==> src/sfc_map.svh <==
`ifndef SFC_MAP_SVH
`define SFC_MAP_SVH
// register offsets
`define SFC_ADDR_CFG1 8'h0D
`define SFC_ADDR_CFG2 8'h0E
`define SFC_ADDR_IRQ_STATUS 8'h09
// burst address window
`define SFC_ADDR_BURST_FIRST 8'h02
`define SFC_ADDR_DATA_LAST 8'h07
`define SFC_ADDR_STATUS_LAST 8'h09
// reset value and writable bits of the first register
`define SFC_CFG_RESET 8'h00
`define SFC_CFG1_WRITABLE 8'hF8
// first register fields
`define SFC_B1_FREEZE 3
`define SFC_B1_REARM 4
`define SFC_B1_THREE_WIRE 5
`define SFC_B1_I2C 6
`define SFC_B1_SPI 7
// second register fields
`define SFC_B2_WRAP 0
`define SFC_B2_FIFO_BURST 1
`define SFC_B2_SPI_TOKEN 2
`define SFC_B2_FIFO_TOKEN 3
`define SFC_B2_WRCLR 4
`define SFC_B2_STREAM 5
`define SFC_B2_TRIG_POL 6
`define SFC_B2_TRIG_EN 7
// samples per extended burst
`define SFC_FIFO_DEPTH 6'h20
`endif

==> src/sfc_pkg.sv <==
package sfc_pkg;
	// sniff detector state
	typedef enum logic {
		SFC_DET_ARMED = 1'b0,
		SFC_DET_HALTED = 1'b1
	} sfc_det_t;
	// selected host interface
	typedef enum logic [1:0] {
		SFC_IF_NONE = 2'h0,
		SFC_IF_I2C = 2'h1,
		SFC_IF_SPI4 = 2'h3,
		SFC_IF_SPI3 = 2'h2
	} sfc_iface_t;
endpackage : sfc_pkg

==> src/sfc_burst_addr.sv <==
`include "sfc_map.svh"
module sfc_burst_addr (
	// clock and reset
	input wire logic i_clock,
	input wire logic i_resetn,
	// transaction control
	input wire logic i_start,
	input wire logic [7:0] i_start_addr,
	input wire logic i_advance,
	// configuration
	input wire logic i_wrap_select,
	input wire logic i_fifo_burst,
	// address and fifo pop
	output logic [7:0] o_addr,
	output logic o_fifo_pop,
	output logic o_burst_limited
);
	logic [7:0] addr_q;
	logic [7:0] addr_d;
	logic [5:0] samples_q;
	logic [7:0] wrap_end;
	logic at_sample_end;

	// wrap point and next address
	assign wrap_end = i_wrap_select ? `SFC_ADDR_STATUS_LAST : `SFC_ADDR_DATA_LAST;
	assign addr_d = (addr_q == wrap_end) ? `SFC_ADDR_BURST_FIRST : 8'(addr_q + 8'h01);
	assign at_sample_end = i_advance && (addr_q == `SFC_ADDR_DATA_LAST);
	// one sample per transaction unless extended bursts are on
	assign o_fifo_pop = at_sample_end && (samples_q < `SFC_FIFO_DEPTH)
		&& (i_fifo_burst || samples_q == 6'h00);
	assign o_burst_limited = !i_fifo_burst && samples_q != 6'h00;
	assign o_addr = addr_q;

	// address counter
	always_ff @(posedge i_clock or negedge i_resetn) begin
		if (!i_resetn) begin
			addr_q <= 8'h00;
		end else if (i_start) begin
			addr_q <= i_start_addr;
		end else if (i_advance) begin
			addr_q <= addr_d;
		end
	end

	// samples popped in this transaction
	always_ff @(posedge i_clock or negedge i_resetn) begin
		if (!i_resetn) begin
			samples_q <= 6'h00;
		end else if (i_start) begin
			samples_q <= 6'h00;
		end else if (o_fifo_pop) begin
			samples_q <= 6'(samples_q + 6'h01);
		end
	end

	////////////////////////////////////////////////////////////////////////////
	// assertions
	a_wrap_short: assert property (@(posedge i_clock) disable iff (!i_resetn)
		!i_start && i_advance && !i_wrap_select && addr_q == 8'h07 |=> addr_q == 8'h02)
		else $error("burst did not wrap after 0x07");
	a_wrap_long: assert property (@(posedge i_clock) disable iff (!i_resetn)
		!i_start && i_advance && i_wrap_select && addr_q == 8'h07 |=> addr_q == 8'h08)
		else $error("long wrap left status registers out");
	a_wrap_status: assert property (@(posedge i_clock) disable iff (!i_resetn)
		!i_start && i_advance && i_wrap_select && addr_q == 8'h09 |=> addr_q == 8'h02)
		else $error("burst did not wrap after 0x09");
	a_burst_six: assert property (@(posedge i_clock) disable iff (!i_resetn)
		o_fifo_pop && !i_fifo_burst |-> samples_q == 6'h00)
		else $error("second sample popped without extended bursts");
	a_burst_depth: assert property (@(posedge i_clock) disable iff (!i_resetn)
		samples_q <= 6'h20)
		else $error("more than 32 samples in one burst");
	c_long_burst: cover property (@(posedge i_clock) disable iff (!i_resetn)
		o_fifo_pop && samples_q == 6'h02);
endmodule : sfc_burst_addr

==> src/sfc_feature_regs.sv <==
`include "sfc_map.svh"
module sfc_feature_regs (
	// clock and reset
	input wire logic i_clock,
	input wire logic i_resetn,
	// register access from the serial engine
	input wire logic i_reg_wr,
	input wire logic i_reg_rd,
	input wire logic [7:0] i_reg_addr,
	input wire logic [7:0] i_reg_wdata,
	input wire logic i_txn_is_i2c,
	output logic [7:0] o_reg_rdata,
	// burst control
	input wire logic i_burst_start,
	input wire logic i_burst_advance,
	output logic [7:0] o_burst_addr,
	output logic o_fifo_pop,
	output logic o_burst_limited,
	// interface selection
	output sfc_pkg::sfc_iface_t o_iface_mode,
	output logic o_i2c_enable,
	output logic o_spi_enable,
	output logic o_three_wire_serial_select,
	output logic o_axis_update_en,
	// sniff detector and irq clearing
	input wire logic i_motion_wake_mode,
	input wire logic i_sniff_event,
	output logic o_irq_clear,
	output logic o_motion_wake_irq_flag,
	output logic o_detector_armed,
	// fifo capture
	input wire logic i_sample_valid,
	input wire logic i_fifo_full,
	input wire logic i_fifo_empty,
	input wire logic i_queue_threshold_flag,
	input wire logic i_irq_pending_flag,
	output logic o_fifo_capture_en,
	output logic o_fifo_discard_oldest,
	output logic o_fifo_stream,
	// status tokens
	input wire logic i_spi_first_byte,
	input wire logic i_high_res,
	input wire logic i_z_load,
	input wire logic [15:0] i_fifo_z_word,
	output logic o_spi_token_drive,
	output logic [3:0] o_spi_token,
	output logic [15:0] o_fifo_z_word,
	// external trigger settings kept for other blocks
	output logic o_ext_trig_en,
	output logic o_ext_trig_pol
);
	logic [7:0] cfg1_q;
	logic [7:0] cfg2_q;
	logic [7:0] rdata_q;
	logic [3:0] token_q;
	logic [15:0] zword_q;
	logic flag_q;
	sfc_pkg::sfc_det_t det_q;
	sfc_pkg::sfc_det_t det_d;

	////////////////////////////////////////////////////////////////////////////
	// status token insertion into a Z fifo word
	function automatic logic [15:0] sfc_token_word(input logic [15:0] z, input logic [3:0] f,
		input logic high_res);
		sfc_token_word = high_res ? {z[15:4], f} : {f, z[11:0]};
	endfunction : sfc_token_word

	////////////////////////////////////////////////////////////////////////////
	// decode
	logic hit_cfg1;
	logic hit_cfg2;
	logic hit_status;
	logic wr_cfg1;
	logic wr_cfg2;
	assign hit_cfg1 = i_reg_addr == `SFC_ADDR_CFG1;
	assign hit_cfg2 = i_reg_addr == `SFC_ADDR_CFG2;
	assign hit_status = i_reg_addr == `SFC_ADDR_IRQ_STATUS;
	assign wr_cfg1 = i_reg_wr && hit_cfg1;
	assign wr_cfg2 = i_reg_wr && hit_cfg2;

	// configuration fields
	logic sel_spi;
	logic sel_i2c;
	logic sel_three;
	logic freeze;
	logic rearm;
	logic wrclr;
	logic spi_token;
	logic fifo_token;
	assign sel_spi = cfg1_q[`SFC_B1_SPI];
	assign sel_i2c = cfg1_q[`SFC_B1_I2C];
	assign sel_three = cfg1_q[`SFC_B1_THREE_WIRE];
	assign freeze = cfg1_q[`SFC_B1_FREEZE];
	assign rearm = cfg1_q[`SFC_B1_REARM];
	assign wrclr = cfg2_q[`SFC_B2_WRCLR];
	assign spi_token = cfg2_q[`SFC_B2_SPI_TOKEN];
	assign fifo_token = cfg2_q[`SFC_B2_FIFO_TOKEN];

	////////////////////////////////////////////////////////////////////////////
	// configuration registers, low bits of the first held at zero
	always_ff @(posedge i_clock or negedge i_resetn) begin
		if (!i_resetn) begin
			cfg1_q <= `SFC_CFG_RESET;
			cfg2_q <= `SFC_CFG_RESET;
		end else begin
			if (wr_cfg1) begin
				cfg1_q <= i_reg_wdata & `SFC_CFG1_WRITABLE;
			end
			if (wr_cfg2) begin
				cfg2_q <= i_reg_wdata;
			end
		end
	end

	// read data, unmapped offsets read as zero
	logic [7:0] rd_mux;
	assign rd_mux = hit_cfg1 ? cfg1_q : (hit_cfg2 ? cfg2_q : 8'h00);
	always_ff @(posedge i_clock or negedge i_resetn) begin
		if (!i_resetn) begin
			rdata_q <= 8'h00;
		end else if (i_reg_rd) begin
			rdata_q <= rd_mux;
		end
	end
	assign o_reg_rdata = rdata_q;

	////////////////////////////////////////////////////////////////////////////
	// interface selection
	assign o_i2c_enable = !sel_spi;
	assign o_spi_enable = !sel_i2c;
	assign o_three_wire_serial_select = sel_three;
	assign o_axis_update_en = sel_spi || sel_i2c || sel_three;
	assign o_iface_mode = sel_i2c ? sfc_pkg::SFC_IF_I2C
		: (sel_three ? sfc_pkg::SFC_IF_SPI3
		: (sel_spi ? sfc_pkg::SFC_IF_SPI4 : sfc_pkg::SFC_IF_NONE));

	////////////////////////////////////////////////////////////////////////////
	// irq clear: writes always, I2C reads unless write-clear owns it
	logic read_clears;
	assign read_clears = i_txn_is_i2c && !(wrclr && sel_i2c);
	assign o_irq_clear = hit_status && (i_reg_wr || (i_reg_rd && read_clears));

	// motion wake flag, an event beats a clear in the same cycle
	logic flag_set;
	assign flag_set = i_sniff_event && i_motion_wake_mode && det_q == sfc_pkg::SFC_DET_ARMED;
	always_ff @(posedge i_clock or negedge i_resetn) begin
		if (!i_resetn) begin
			flag_q <= 1'b0;
		end else if (flag_set) begin
			flag_q <= 1'b1;
		end else if (o_irq_clear) begin
			flag_q <= 1'b0;
		end
	end
	assign o_motion_wake_irq_flag = flag_q;

	// sniff detector halts after its irq until cleared with rearm set, or mode exit
	always_comb begin
		det_d = det_q;
		unique case (det_q)
			sfc_pkg::SFC_DET_ARMED: begin
				if (flag_set) begin
					det_d = sfc_pkg::SFC_DET_HALTED;
				end
			end
			sfc_pkg::SFC_DET_HALTED: begin
				if (!i_motion_wake_mode || (rearm && o_irq_clear)) begin
					det_d = sfc_pkg::SFC_DET_ARMED;
				end
			end
		endcase
	end
	always_ff @(posedge i_clock or negedge i_resetn) begin
		if (!i_resetn) begin
			det_q <= sfc_pkg::SFC_DET_ARMED;
		end else begin
			det_q <= det_d;
		end
	end
	assign o_detector_armed = det_q == sfc_pkg::SFC_DET_ARMED;

	////////////////////////////////////////////////////////////////////////////
	// fifo capture and stream discard
	assign o_fifo_capture_en = !(freeze && flag_q);
	assign o_fifo_stream = cfg2_q[`SFC_B2_STREAM];
	assign o_fifo_discard_oldest = o_fifo_stream && i_fifo_full && i_sample_valid
		&& o_fifo_capture_en;
	assign o_ext_trig_en = cfg2_q[`SFC_B2_TRIG_EN];
	assign o_ext_trig_pol = cfg2_q[`SFC_B2_TRIG_POL];

	////////////////////////////////////////////////////////////////////////////
	// status tokens
	logic [3:0] flags;
	assign flags = {i_irq_pending_flag, i_queue_threshold_flag, i_fifo_full, i_fifo_empty};
	assign o_spi_token_drive = spi_token && i_spi_first_byte && sel_spi && !sel_three
		&& !i_txn_is_i2c;
	always_ff @(posedge i_clock or negedge i_resetn) begin
		if (!i_resetn) begin
			token_q <= 4'h0;
		end else begin
			token_q <= flags;
		end
	end
	assign o_spi_token = token_q;

	// Z fifo word with optional token
	always_ff @(posedge i_clock or negedge i_resetn) begin
		if (!i_resetn) begin
			zword_q <= 16'h0000;
		end else if (i_z_load) begin
			zword_q <= fifo_token ? sfc_token_word(i_fifo_z_word, flags, i_high_res)
				: i_fifo_z_word;
		end
	end
	assign o_fifo_z_word = zword_q;

	////////////////////////////////////////////////////////////////////////////
	// burst address counter
	sfc_burst_addr sfc_burst_addr_inst (
		.i_clock(i_clock),
		.i_resetn(i_resetn),
		.i_start(i_burst_start),
		.i_start_addr(i_reg_addr),
		.i_advance(i_burst_advance),
		.i_wrap_select(cfg2_q[`SFC_B2_WRAP]),
		.i_fifo_burst(cfg2_q[`SFC_B2_FIFO_BURST]),
		.o_addr(o_burst_addr),
		.o_fifo_pop(o_fifo_pop),
		.o_burst_limited(o_burst_limited)
	);

	////////////////////////////////////////////////////////////////////////////
	// assertions
	a_axis_gate: assert property (@(posedge i_clock) disable iff (!i_resetn)
		cfg1_q[7:5] == 3'h0 |-> !o_axis_update_en)
		else $error("axis update enabled with no interface");
	a_low_bits: assert property (@(posedge i_clock) disable iff (!i_resetn)
		wr_cfg1 |=> cfg1_q[2:0] == 3'h0)
		else $error("low bits of first register not zero");
	a_capture_halt: assert property (@(posedge i_clock) disable iff (!i_resetn)
		flag_set && cfg1_q[3] && !wr_cfg1 |=> !o_fifo_capture_en)
		else $error("fifo still capturing after motion wake irq");
	a_capture_run: assert property (@(posedge i_clock) disable iff (!i_resetn)
		!cfg1_q[3] |-> o_fifo_capture_en)
		else $error("fifo halted with capture-halt clear");
	a_detector_halt: assert property (@(posedge i_clock) disable iff (!i_resetn)
		flag_set ##1 (i_motion_wake_mode && !o_irq_clear) |-> !o_detector_armed)
		else $error("detector not halted after its irq");
	a_rearm_clear: assert property (@(posedge i_clock) disable iff (!i_resetn)
		!o_detector_armed && o_irq_clear && cfg1_q[4] |=> o_detector_armed)
		else $error("clear did not rearm detector");
	a_no_rearm: assert property (@(posedge i_clock) disable iff (!i_resetn)
		!o_detector_armed && i_motion_wake_mode && !cfg1_q[4] |=> !o_detector_armed)
		else $error("detector rearmed without mode exit");
	a_iface_excl: assert property (@(posedge i_clock) disable iff (!i_resetn)
		cfg1_q[6] |-> !o_spi_enable && o_three_wire_serial_select == cfg1_q[5])
		else $error("SPI open while I2C selected");
	a_spi_excl: assert property (@(posedge i_clock) disable iff (!i_resetn)
		cfg1_q[7] |-> !o_i2c_enable)
		else $error("I2C open while SPI selected");
	a_spi_clear: assert property (@(posedge i_clock) disable iff (!i_resetn)
		!i_txn_is_i2c && i_reg_rd && !i_reg_wr |-> !o_irq_clear)
		else $error("SPI read cleared interrupts");
	a_i2c_rd_clear: assert property (@(posedge i_clock) disable iff (!i_resetn)
		i_txn_is_i2c && i_reg_rd && hit_status && cfg1_q[6] |-> o_irq_clear == !cfg2_q[4])
		else $error("I2C read clear wrong for write-clear setting");
	a_wrclr_no_i2c: assert property (@(posedge i_clock) disable iff (!i_resetn)
		i_txn_is_i2c && i_reg_rd && hit_status && !cfg1_q[6] |-> o_irq_clear)
		else $error("I2C read did not clear without I2C selected");
	a_flag_set_wins: assert property (@(posedge i_clock) disable iff (!i_resetn)
		flag_set |=> o_motion_wake_irq_flag)
		else $error("motion wake event lost");
	a_token_low: assert property (@(posedge i_clock) disable iff (!i_resetn)
		i_z_load && cfg2_q[3] && !i_high_res |=> o_fifo_z_word[15:12] == $past(flags))
		else $error("token missing from top of Z word");
	a_token_high: assert property (@(posedge i_clock) disable iff (!i_resetn)
		i_z_load && cfg2_q[3] && i_high_res |=> o_fifo_z_word[3:0] == $past(flags))
		else $error("token missing from bottom of Z word");
	a_spi_token: assert property (@(posedge i_clock) disable iff (!i_resetn)
		o_spi_token_drive |-> cfg1_q[7] && !cfg1_q[5] && cfg2_q[2])
		else $error("token driven outside 4-wire SPI");
	c_rearm: cover property (@(posedge i_clock) disable iff (!i_resetn)
		!o_detector_armed ##1 o_detector_armed);
	c_wrclr: cover property (@(posedge i_clock) disable iff (!i_resetn)
		o_irq_clear && i_reg_wr && i_txn_is_i2c);
	c_discard: cover property (@(posedge i_clock) disable iff (!i_resetn)
		o_fifo_discard_oldest);
endmodule : sfc_feature_regs

==> config.mk <==
export PLATFORM = sky130hd
export DESIGN_NAME = sfc_feature_regs
export DESIGN_NICKNAME = d
export VERILOG_FILES = /design/src/sfc_pkg.sv /design/src/sfc_burst_addr.sv /design/src/sfc_feature_regs.sv
export VERILOG_INCLUDE_DIRS = /design/src
export SDC_FILE = /design/constraint.sdc
export NUM_CORES = 1
export LEC_CHECK = 0
export BUFFER_PORTS_ARGS = -buffer_cell sky130_fd_sc_hd__clkbuf_2
export CORE_MARGIN = 2
export CORE_UTILIZATION = 49
export CTS_CLUSTER_DIAMETER = 50
export DETAILED_ROUTE_END_ITERATION = 6
export GPL_ROUTABILITY_DRIVEN = 0
export GPL_TIMING_DRIVEN = 0
export PLACE_DENSITY = 0.8
export SETUP_SLACK_MARGIN = 0.02
export SLEW_MARGIN = 20
export SYNTH_ARGS = -nofsm -noshare
export SYNTH_HDL_FRONTEND = slang
export SYNTH_SLANG_ARGS = --single-unit
==> constraint.sdc <==
create_clock -name i_clock -period 2.23 [get_ports i_clock]
set_input_delay 0.446 -clock i_clock [delete_from_list [all_inputs] [get_ports i_clock]]
set_output_delay 0.446 -clock i_clock [all_outputs]
set_load 0.005 [all_outputs]
==> results_dict.tcl, run 1 <==
set metrics [dict create \
    rsz0062_at_grt "false" \
    gr-total-overflow 0 \
    finalSetupViolCount 0 \
    grt_max_degree 58 \
    cts.htree.levels 3 \
    p_leak_nw 1.753 \
    start_kind "flop" \
    diodes 0 \
    antenna_found_initial 0 \
    fin_crit_ns 2.090 \
    cp.arrival_ns 1.64 \
    drv_slew 0 \
    synth-compound-area-share_pct 10.95 \
    cpMaxStageDelayCell "dfrtp_2" \
    p_per_area_nw_per_um2 697.9 \
    path_cells "ha_1 -> and3_1 -> clkbuf_2 -> nand3_2 -> nor2_1 -> clkbuf_2" \
    hp-class "in -> async" \
    wl_per_cell_um 15.06 \
    fmax_ghz 0.4786 \
    post-route-period-util_pct 93.70 \
    ys_seq_area_share_pct 53.35 \
    skew_ns 0.007856 \
    max_cap_violations 0 \
    syn_avg_cell_area_sq_um 10.65 \
    post-route-util_pct 67.80 \
    synth_cell_type_count 41 \
    slew_headroom_pct 48.40 \
    synthesis.nets 303 \
    final_area_sq_um 3507 \
    clock-sinks 57 \
    drt-total-wl_mm 6.612 \
    postPlaceCellArea_sq_um 3259 \
    die_h_um 77.87 \
    path_buf_inv 2 \
    cts.path.max_buffers 2 \
    worstPathRequired_ns 1.78 \
    clkSlewWorstSetupHoldPaths_ns 0.08 \
    r2r_setup_slack_ns 0.47 \
    end_kind "output pin" \
    drt_pass1_iterations 4 \
    die_x_um 77.87 \
    synth_top_family_by_area "simple AND/OR/NAND/NOR gates" \
    drive_above_1_share_pct 41.19 \
    synth.cell_area_sq_um 2674 \
    cpMostUsedCell "clkbuf_2" \
    grt_pass1_vias 2267 \
    syn_to_final_growth_pct 31.17 \
    io_pins 102 \
    routed_via_density 5.301 \
    cts_inserted_buffers 9 \
    core_area_sq_um 5172 \
    synthAdderAreaFrac_pct 1.404 \
    crit_start "sfc_burst_addr_inst.o_addr[0]" \
    rows 26 \
    numPortBuffers 99 \
    critPathMaxFanout 7 \
    p_total_mw 2.448 \
    reg2reg_depth 5 \
    status "finished clean" \
    critPathMaxStageDelay_ns 0.40 \
    synth_top_area_share_pct 53.35 \
    grt_usage_pct 23.18 \
    dieArea_sq_um 6064 \
    final_cells 439 \
    timing.hold.ws_ns 0.1863 \
    synthMuxAreaShare_pct 12.63 \
    vias 2327 \
    yosysWarnings 0 \
    cts_root_buf "clkbuf_8" \
    yosysTopAreaCell "dfrtp_1" \
    drc 0 \
    synth-simple-area-share_pct 15.35 \
    synth_area_leaders "dfrtp_1, mux2_2, mux2i_1" \
    cts_hold_buf 0 \
    r2r-start "sfc_burst_addr_inst.samples_q[2]" \
    clk_latency_ns 0.33 \
    ant_nets 0 \
    tightest_slew_ns 0.7740 \
    syn_inst 251 \
    critPathKind "reg -> out" \
    r2r-end "sfc_burst_addr_inst.samples_q[4]" \
    ir_drop_mv 0.4063 \
    cts_tree "built" \
    start_util_pct 51.69 \
    dr.first_iter.drc_count 101 \
    dp_hpwl_mm 4.869 \
    place_inst 420 \
    nets 416 \
    grt_pass1_wl_mm 10.89 \
    path_delay_family "simple AND/OR/NAND/NOR gates" \
    synth.ff_latch_count 57 \
    synth-xor-area-share_pct 1.638 \
    hold_viol 0 \
]
[cell families (layout without fill, tap and decap cells)]
| kind of cell | after synthesis | count (layout) |
|---|---|---|
| AND/OR/NAND/NOR | 77 | 77 |
| AO/OA/AOI/OAI | 47 | 47 |
| multiplexers | 31 | 31 |
| XOR/XNOR | 5 | 5 |
| buffers and inverters | 31 | 149 |
| flip-flops | 57 | 57 |
| adder cells (fa/ha/maj) | 3 | 3 |
[routing by layer]
metal,up-vias,GRT usage [%],share of wire (%)
li1,1119,-,-
met3,12,4.651,4.9
met1,1111,31.21,44
met2,85,36.55,49
met4,0,9.821,2.0
met5,-,0,0
[power breakdown]
group	internal [mW]	switching, mW	leakage [nW]
combinational	0.152	0.156	0.942
clock	0.525	0.467	0.0925
sequential	1.09	0.0532	0.719
[cell type report]
class / instances / area, sq um
fill: 398 / 1665
sequential: 57 / 1429
multi-input combinational: 163 / 1142
timing repair buffer: 102 / 520.5
clock buffer: 9 / 123.9
tap: 70 / 87.58
clock inverter: 7 / 78.83
inverter: 18 / 70.07
buffer: 13 / 55.05
[registers in the layout, indices dropped and copies added, names as in the netlist]
signal,cells
sfc_burst_addr_inst.samples_q,6
cfg1_q,5
o_fifo_z_word,16
o_spi_token,4
o_motion_wake_irq_flag,1
cfg2_q,8
sfc_burst_addr_inst.o_addr,8
o_reg_rdata,8
det_q,1
[Yosys cell counts, drive strengths merged]
cell     count
o31ai        3
nor4b        1
or4          4
a21oi       12
and3         3
a32o         1
nand4        4
nand3        9
xor2         4
inv         18
clkbuf      11
a22oi        1
a21o         1
nor4         2
nor2b        3
o22ai        4
and4         2
buf          2
nor3         5
ha           3
nor3b        1
and4bb       1
nor2        15
o211ai       2
a2bb2oi      1
xnor2        1
mux2i        9
nand2       22
mux2        22
dfrtp       57
o21ai       13
nor4bb       2
o21a         1
nand2b       3
a22o         5
a31oi        3
[worst max path at each step]
stage                        to  slack, ns  depth (start not counted)
finish               o_fifo_pop       0.14                          6
detailed placement  o_irq_clear      -0.01                          5
global placement    o_irq_clear     -0.009                          5
global route         o_fifo_pop       0.02                          6
floorplan           o_irq_clear       0.38                          3
CTS                  o_fifo_pop       0.04                          6
[through the flow]
| step | TNS [ns] | setup WS [ns] |
|---|---|---|
| 2_1_floorplan | 0 | 0.3779 |
| 3_3_place_gp | -0.008626 | -0.008626 |
| 3_5_place_dp | -0.01248 | -0.01248 |
| 4_1_cts | 0 | 0.04293 |
| 5_1_grt | 0 | 0.01711 |
| 6_report | 0 | 0.1404 |
[repair_timing]
action | 4_1_cts | 5_1_grt
cloned | 0 | 0
pin swaps | 0 | 0
gates resized for setup | 3 | 2
endpoints found under the setup margin | 2 | 1
setup buffers | 0 | 3
[layout by cell type (no fill, tap or decap), types with 3 or more instances in the layout]
| master | synthesis | final |
|---|---|---|
| o31ai_1 | 3 | 3 |
| mux2_2 | 22 | 22 |
| clkinvlp_4 | 0 | 3 |
| nor2_1 | 15 | 15 |
| nand2_1 | 22 | 22 |
| clkbuf_2 | 1 | 99 |
| buf_4 | 1 | 4 |
| nand4_1 | 4 | 4 |
| or4_1 | 4 | 4 |
| inv_1 | 17 | 17 |
| nor2b_1 | 3 | 3 |
| a21oi_1 | 12 | 12 |
| and3_1 | 3 | 3 |
| a22o_1 | 5 | 5 |
| o21ai_0 | 13 | 13 |
| dfrtp_1 | 57 | 55 |
| clkbuf_1 | 10 | 10 |
| mux2i_1 | 9 | 9 |
| a31oi_1 | 3 | 3 |
| o22ai_1 | 4 | 4 |
| nand3_1 | 8 | 7 |
| nor3_1 | 5 | 5 |
| xor2_1 | 4 | 4 |
| ha_1 | 3 | 3 |
| nand2b_1 | 3 | 3 |
| clkbuf_8 | 0 | 9 |
No activity file was read; power rests on OpenSTA's default activity.
==> run 2: changes to the inputs <==
- CELL_PAD_IN_SITES_DETAIL_PLACEMENT: not set -> 2
- CELL_PAD_IN_SITES_GLOBAL_PLACEMENT: not set -> 2
- CORE_UTILIZATION: 49 -> 29
- PLACE_DENSITY: 0.8 -> not set
- PLACE_DENSITY_LB_ADDON: not set -> 0.1
==> results_dict.tcl, run 2 (same netlist as run 1, synthesis figures left out) <==
set metrics [dict create \
    path_cells "clkbuf_2 -> nand2b_1 -> or4_1 -> nor4b_2 -> clkbuf_2" \
    final_cell_mix "clkbuf_2, dfrtp_1, nand2_1, mux2_2, inv_1" \
    cp.arrival_ns 1.67 \
    p_total_mw 2.573 \
    wl_met2_mm 4.021 \
    die_x_um 100.0 \
    post-route-util_pct 39.89 \
    slew_headroom_pct 61.48 \
    cts.path.max_buffers 2 \
    critPathKind "in -> out" \
    clk_latency_ns 0.34 \
    post-route-period-util_pct 95.04 \
    core_area_sq_um 9109 \
    dr.first_iter.drc_count 64 \
    drive_above_1_share_pct 41.40 \
    status "finished clean" \
    critPathMaxStageDelay_ns 0.46 \
    antenna_found_initial 0 \
    drt-total-wl_mm 8.122 \
    clkSlewWorstSetupHoldPaths_ns 0.07 \
    vias 2368 \
    p_leak_nw 1.796 \
    numPortBuffers 99 \
    dp_hpwl_mm 6.193 \
    p_per_area_nw_per_um2 708.1 \
    multi_input_area_sq_um 1152 \
    hold_viol 0 \
    fin_crit_ns 2.119 \
    timing.hold.ws_ns 0.2508 \
    drc 0 \
    critPathMaxFanout 3 \
    routed.top_layer "met4" \
    grt_pass1_wl_mm 13.44 \
    routed_via_density 4.903 \
    max_cap_violations 0 \
    layout_commonest_cell "clkbuf_2" \
    start_util_pct 29.35 \
    cts.htree.levels 3 \
    cts_tree "built" \
    fmax_ghz 0.4718 \
    start_kind "primary input" \
    drt_pass1_iterations 4 \
    ant_nets 0 \
    grt_pass1_vias 2617 \
    rsz0062_at_grt "false" \
    wl_met3_um 456 \
    drv_slew 0 \
    diodes 0 \
    wl_per_cell_um 16.82 \
    dieArea_sq_um 10000 \
    cts_inserted_buffers 9 \
    worstPathRequired_ns 1.78 \
    largest_reg_flops 16 \
    nets 419 \
    grt_max_degree 48 \
    ir_drop_mv 0.2698 \
    hp-class "in -> reg" \
    cpMostUsedCell "clkbuf_2" \
    die_h_um 100.0 \
    cpMaxStageDelayCell "or4_1" \
    seq_area_sq_um 1429 \
    tightest_slew_ns 0.5778 \
    skew_ns 0.008112 \
    cts_root_buf "clkbuf_8" \
    finalSetupViolCount 0 \
    io_pins 102 \
    grt_usage_pct 17.34 \
    end_kind "output pin" \
    rows 35 \
    n_fill_cell 1047 \
    met1_length_mm 3.520 \
    gr-total-overflow 0 \
    syn_to_final_growth_pct 35.89 \
    clock-sinks 57 \
]
[run 2: changes by cell type in the layout (fill, tap and decap cells not counted), sizes merged]
cell / delta
inv: -2
clkbuf: +2
clkinvlp: -3
buf: +2
clkinv: +2
bufinv: +1
dlygate4sd3: +1
[run 2: metrics by stage]
step | instance area (sq um) | worst slack [ns] | instances | setup TNS, ns
2_1_floorplan | 2674 | 0.3779 | 251 | 0
3_3_place_gp | 3308 | -0.03083 | 461 | -0.03083
3_5_place_dp | 3338 | -0.05025 | 462 | -0.05025
4_1_cts | 3582 | 0.04269 | 479 | 0
5_1_grt | 3633 | 0.02243 | 483 | 0
6_report | 3633 | 0.1106 | 483 | 0
[run 2: routing by layer]
metal  track usage (%)  vias to the layer above
met2             28.90                       64
met1             21.40                     1174
met4             6.744                        0
met3             4.805                       11
met5                 0                        -
li1                  -                     1119
[run 2: worst paths after layout]
path	startpoint	end	slack, ns	cells after the start
max	i_reg_addr[7]	o_irq_clear	0.11	5
min reg2reg	cfg1_q[4]	det_q	0.50	1
min	i_irq_pending_flag	o_spi_token[3]	0.25	1
min in group asynchronous	i_resetn	o_reg_rdata[3]	0.52	2
max in group asynchronous	i_resetn	sfc_burst_addr_inst.o_addr[1]	1.20	3
max reg2reg	sfc_burst_addr_inst.o_addr[5]	sfc_burst_addr_inst.samples_q[0]	0.45	4
[run 2: cell type report]
type | count | share of cell area, %
plain buffers | 13 | 1.584
clock buffers | 11 | 3.891
clock inverters | 5 | 2.169
inverters | 18 | 1.928
multi-input cells | 163 | 31.72
flip-flops and latches | 57 | 39.33
well taps | 111 | 3.822
repair buffers | 105 | 15.56
[run 2: timing repair]
action	CTS	global route
pin swaps	0	0
setup buffers	0	4
resized for setup	4	5
hold endpoints to repair	10	0
endpoints found under the setup margin	2	1
hold buffers	1	0
[run 2: worst max-delay path, delay by kind of cell]
family        cells  cell delay, ns
buf+inv           2            0.28
simple gates      3            0.94
[run 2: report_power, final]
part	leakage [nW]	switching, mW	internal (mW)
logic	0.964	0.165	0.161
registers	0.719	0.0557	1.09
clock network	0.113	0.438	0.658
==> run 3: changes to the inputs <==
- GPL_TIMING_DRIVEN: 0 -> not set
- SLEW_MARGIN: 20 -> 40
==> results_dict.tcl, run 3 (same netlist as run 1, synthesis figures left out) <==
set metrics [dict create \
    comb_power_share_pct 12.2 \
    r2r-end "sfc_burst_addr_inst.samples_q[4]" \
    drt-total-wl_mm 7.758 \
    dr.first_iter.drc_count 29 \
    start_kind "primary input" \
    grt_usage_pct 16.92 \
    routed_via_density 4.869 \
    skew_ns 0.006843 \
    cts_root_buf "clkbuf_8" \
    drt_pass1_iterations 4 \
    p_leak_nw 1.755 \
    cts_inserted_buffers 9 \
    path_delay_family "simple AND/OR/NAND/NOR gates" \
    finalSetupViolCount 0 \
    ir_drop_mv 0.2954 \
    r2r-start "sfc_burst_addr_inst.samples_q[2]" \
    status "finished clean" \
    diodes 0 \
    final_cell_mix "clkbuf_2, dfrtp_1, nand2_1, mux2_2, inv_1" \
    path_cells "clkbuf_2 -> nand2b_1 -> or4_1 -> nor4b_2 -> buf_4 -> clkbuf_2" \
    die_x_um 100.0 \
    numPortBuffers 101 \
    nets 408 \
    antenna_found_initial 0 \
    clkSlewWorstSetupHoldPaths_ns 0.07 \
    wl_per_cell_um 16.44 \
    max_cap_violations 0 \
    syn_to_final_growth_pct 31.68 \
    io_pins 102 \
    cts.path.max_buffers 2 \
    clkPwrFrac_pct 39.5 \
    rows 35 \
    drive_above_1_share_pct 42.11 \
    p_sw_mw 0.6178 \
    intPower_mw 1.784 \
    slew_headroom_pct 65.76 \
    r2r_setup_slack_ns 0.46 \
    grt_pass1_wl_mm 13.02 \
    worstPathRequired_ns 1.78 \
    critPathKind "in -> out" \
    ant_nets 0 \
    critPathMaxFanout 3 \
    clock-sinks 57 \
    cpMaxStageDelayCell "or4_1" \
    grt_max_degree 25 \
    reg2reg_depth 5 \
    cp.arrival_ns 1.63 \
    cpMostUsedCell "clkbuf_2" \
    tns_ns 0 \
    swShare_pct 25.72 \
    fin_crit_ns 2.079 \
    drv_slew 0 \
    rsz0062_at_grt "false" \
    core_area_sq_um 9109 \
    vias 2298 \
    fmax_ghz 0.4810 \
    p_per_area_nw_per_um2 682.3 \
    drc 0 \
    place_inst 456 \
    gr-total-overflow 0 \
    clk_latency_ns 0.34 \
    post-route-period-util_pct 93.22 \
    die_h_um 100.0 \
    layout_commonest_cell "clkbuf_2" \
    critPathMaxStageDelay_ns 0.46 \
    start_util_pct 29.35 \
    hold_viol 0 \
    cts_hold_buf 0 \
    tightest_slew_ns 0.5136 \
    cts.htree.levels 3 \
    power_frac_seq_pct 48.3 \
    postCtsSetupRepairBufs 0 \
    dieArea_sq_um 10000 \
    grt_pass1_vias 2600 \
    cts_tree "built" \
    largest_reg_flops 16 \
    hp-class "in -> async" \
    dp_hpwl_mm 5.967 \
    path_buf_inv 3 \
    final_cells 472 \
    end_kind "output pin" \
]
-- run 3: timing repair --
item	4_1_cts	5_1_grt
resized for setup	1	5
pin swaps	0	0
cloned	0	0
endpoints found under the setup margin	1	2
-- run 3: layout make-up --
class                           count  area [sq um]
Fill cell                        1046          5588
Inverter                           18         70.07
Multi-Input combinational cell    163          1144
Clock inverter                      3         40.04
Sequential cell                    57          1429
Tap cell                          111         138.9
Clock buffer                       13         148.9
Timing Repair Buffer              107         550.5
-- run 3: power groups by stage --
stage | registers (mW) | logic (mW) | clock network [mW]
6_report | 1.16 | 0.293 | 0.949
4_1_cts | 1.16 | 0.301 | 1.00
5_1_grt | 1.17 | 0.335 | 1.05
3_3_place_gp | 1.17 | 0.295 | 0
3_5_place_dp | 1.18 | 0.300 | 0
2_1_floorplan | 1.16 | 0.129 | 0
-- run 3: worst max-delay path by stage --
stage                                  start          end  slack [ns]  cells past startpoint
2_1_floorplan                  i_reg_addr[7]  o_irq_clear        0.38                      3
3_3_place_gp                   i_reg_addr[7]  o_irq_clear        0.09                      6
3_5_place_dp                   i_reg_addr[7]  o_irq_clear        0.07                      6
4_1_cts        sfc_burst_addr_inst.o_addr[0]   o_fifo_pop        0.03                      5
5_1_grt        sfc_burst_addr_inst.o_addr[4]   o_fifo_pop        0.02                      4
6_report                       i_reg_addr[7]  o_irq_clear        0.15                      6
-- run 3: stage by stage --
| step | hold WS [ns] | power (mW) | setup WS (ns) | instance area [sq um] | utilization [%] |
|---|---|---|---|---|---|
| detailed placement | 0.4414 | 1.475 | 0.07148 | 3308 | 36.32 |
| finish | 0.05660 | 2.402 | 0.1512 | 3521 | 38.65 |
| floorplan | 0.1504 | 1.290 | 0.3779 | 2674 | - |
| global route | 0.08015 | 2.551 | 0.02059 | 3521 | 38.65 |
| global placement | 0.4426 | 1.467 | 0.08858 | 3308 | 36.32 |
| CTS | 0.06741 | 2.461 | 0.03128 | 3498 | 38.41 |
-- run 3: routing by layer --
layer / GRT usage, % / vias to the layer above / wire length (um)
li1: - / 1099 / -
met1: 20.15 / 1127 / 3375
met2: 28.38 / 63 / 3791
met3: 5.989 / 9 / 489
met4: 6.006 / 0 / 102
met5: 0 / - / 0
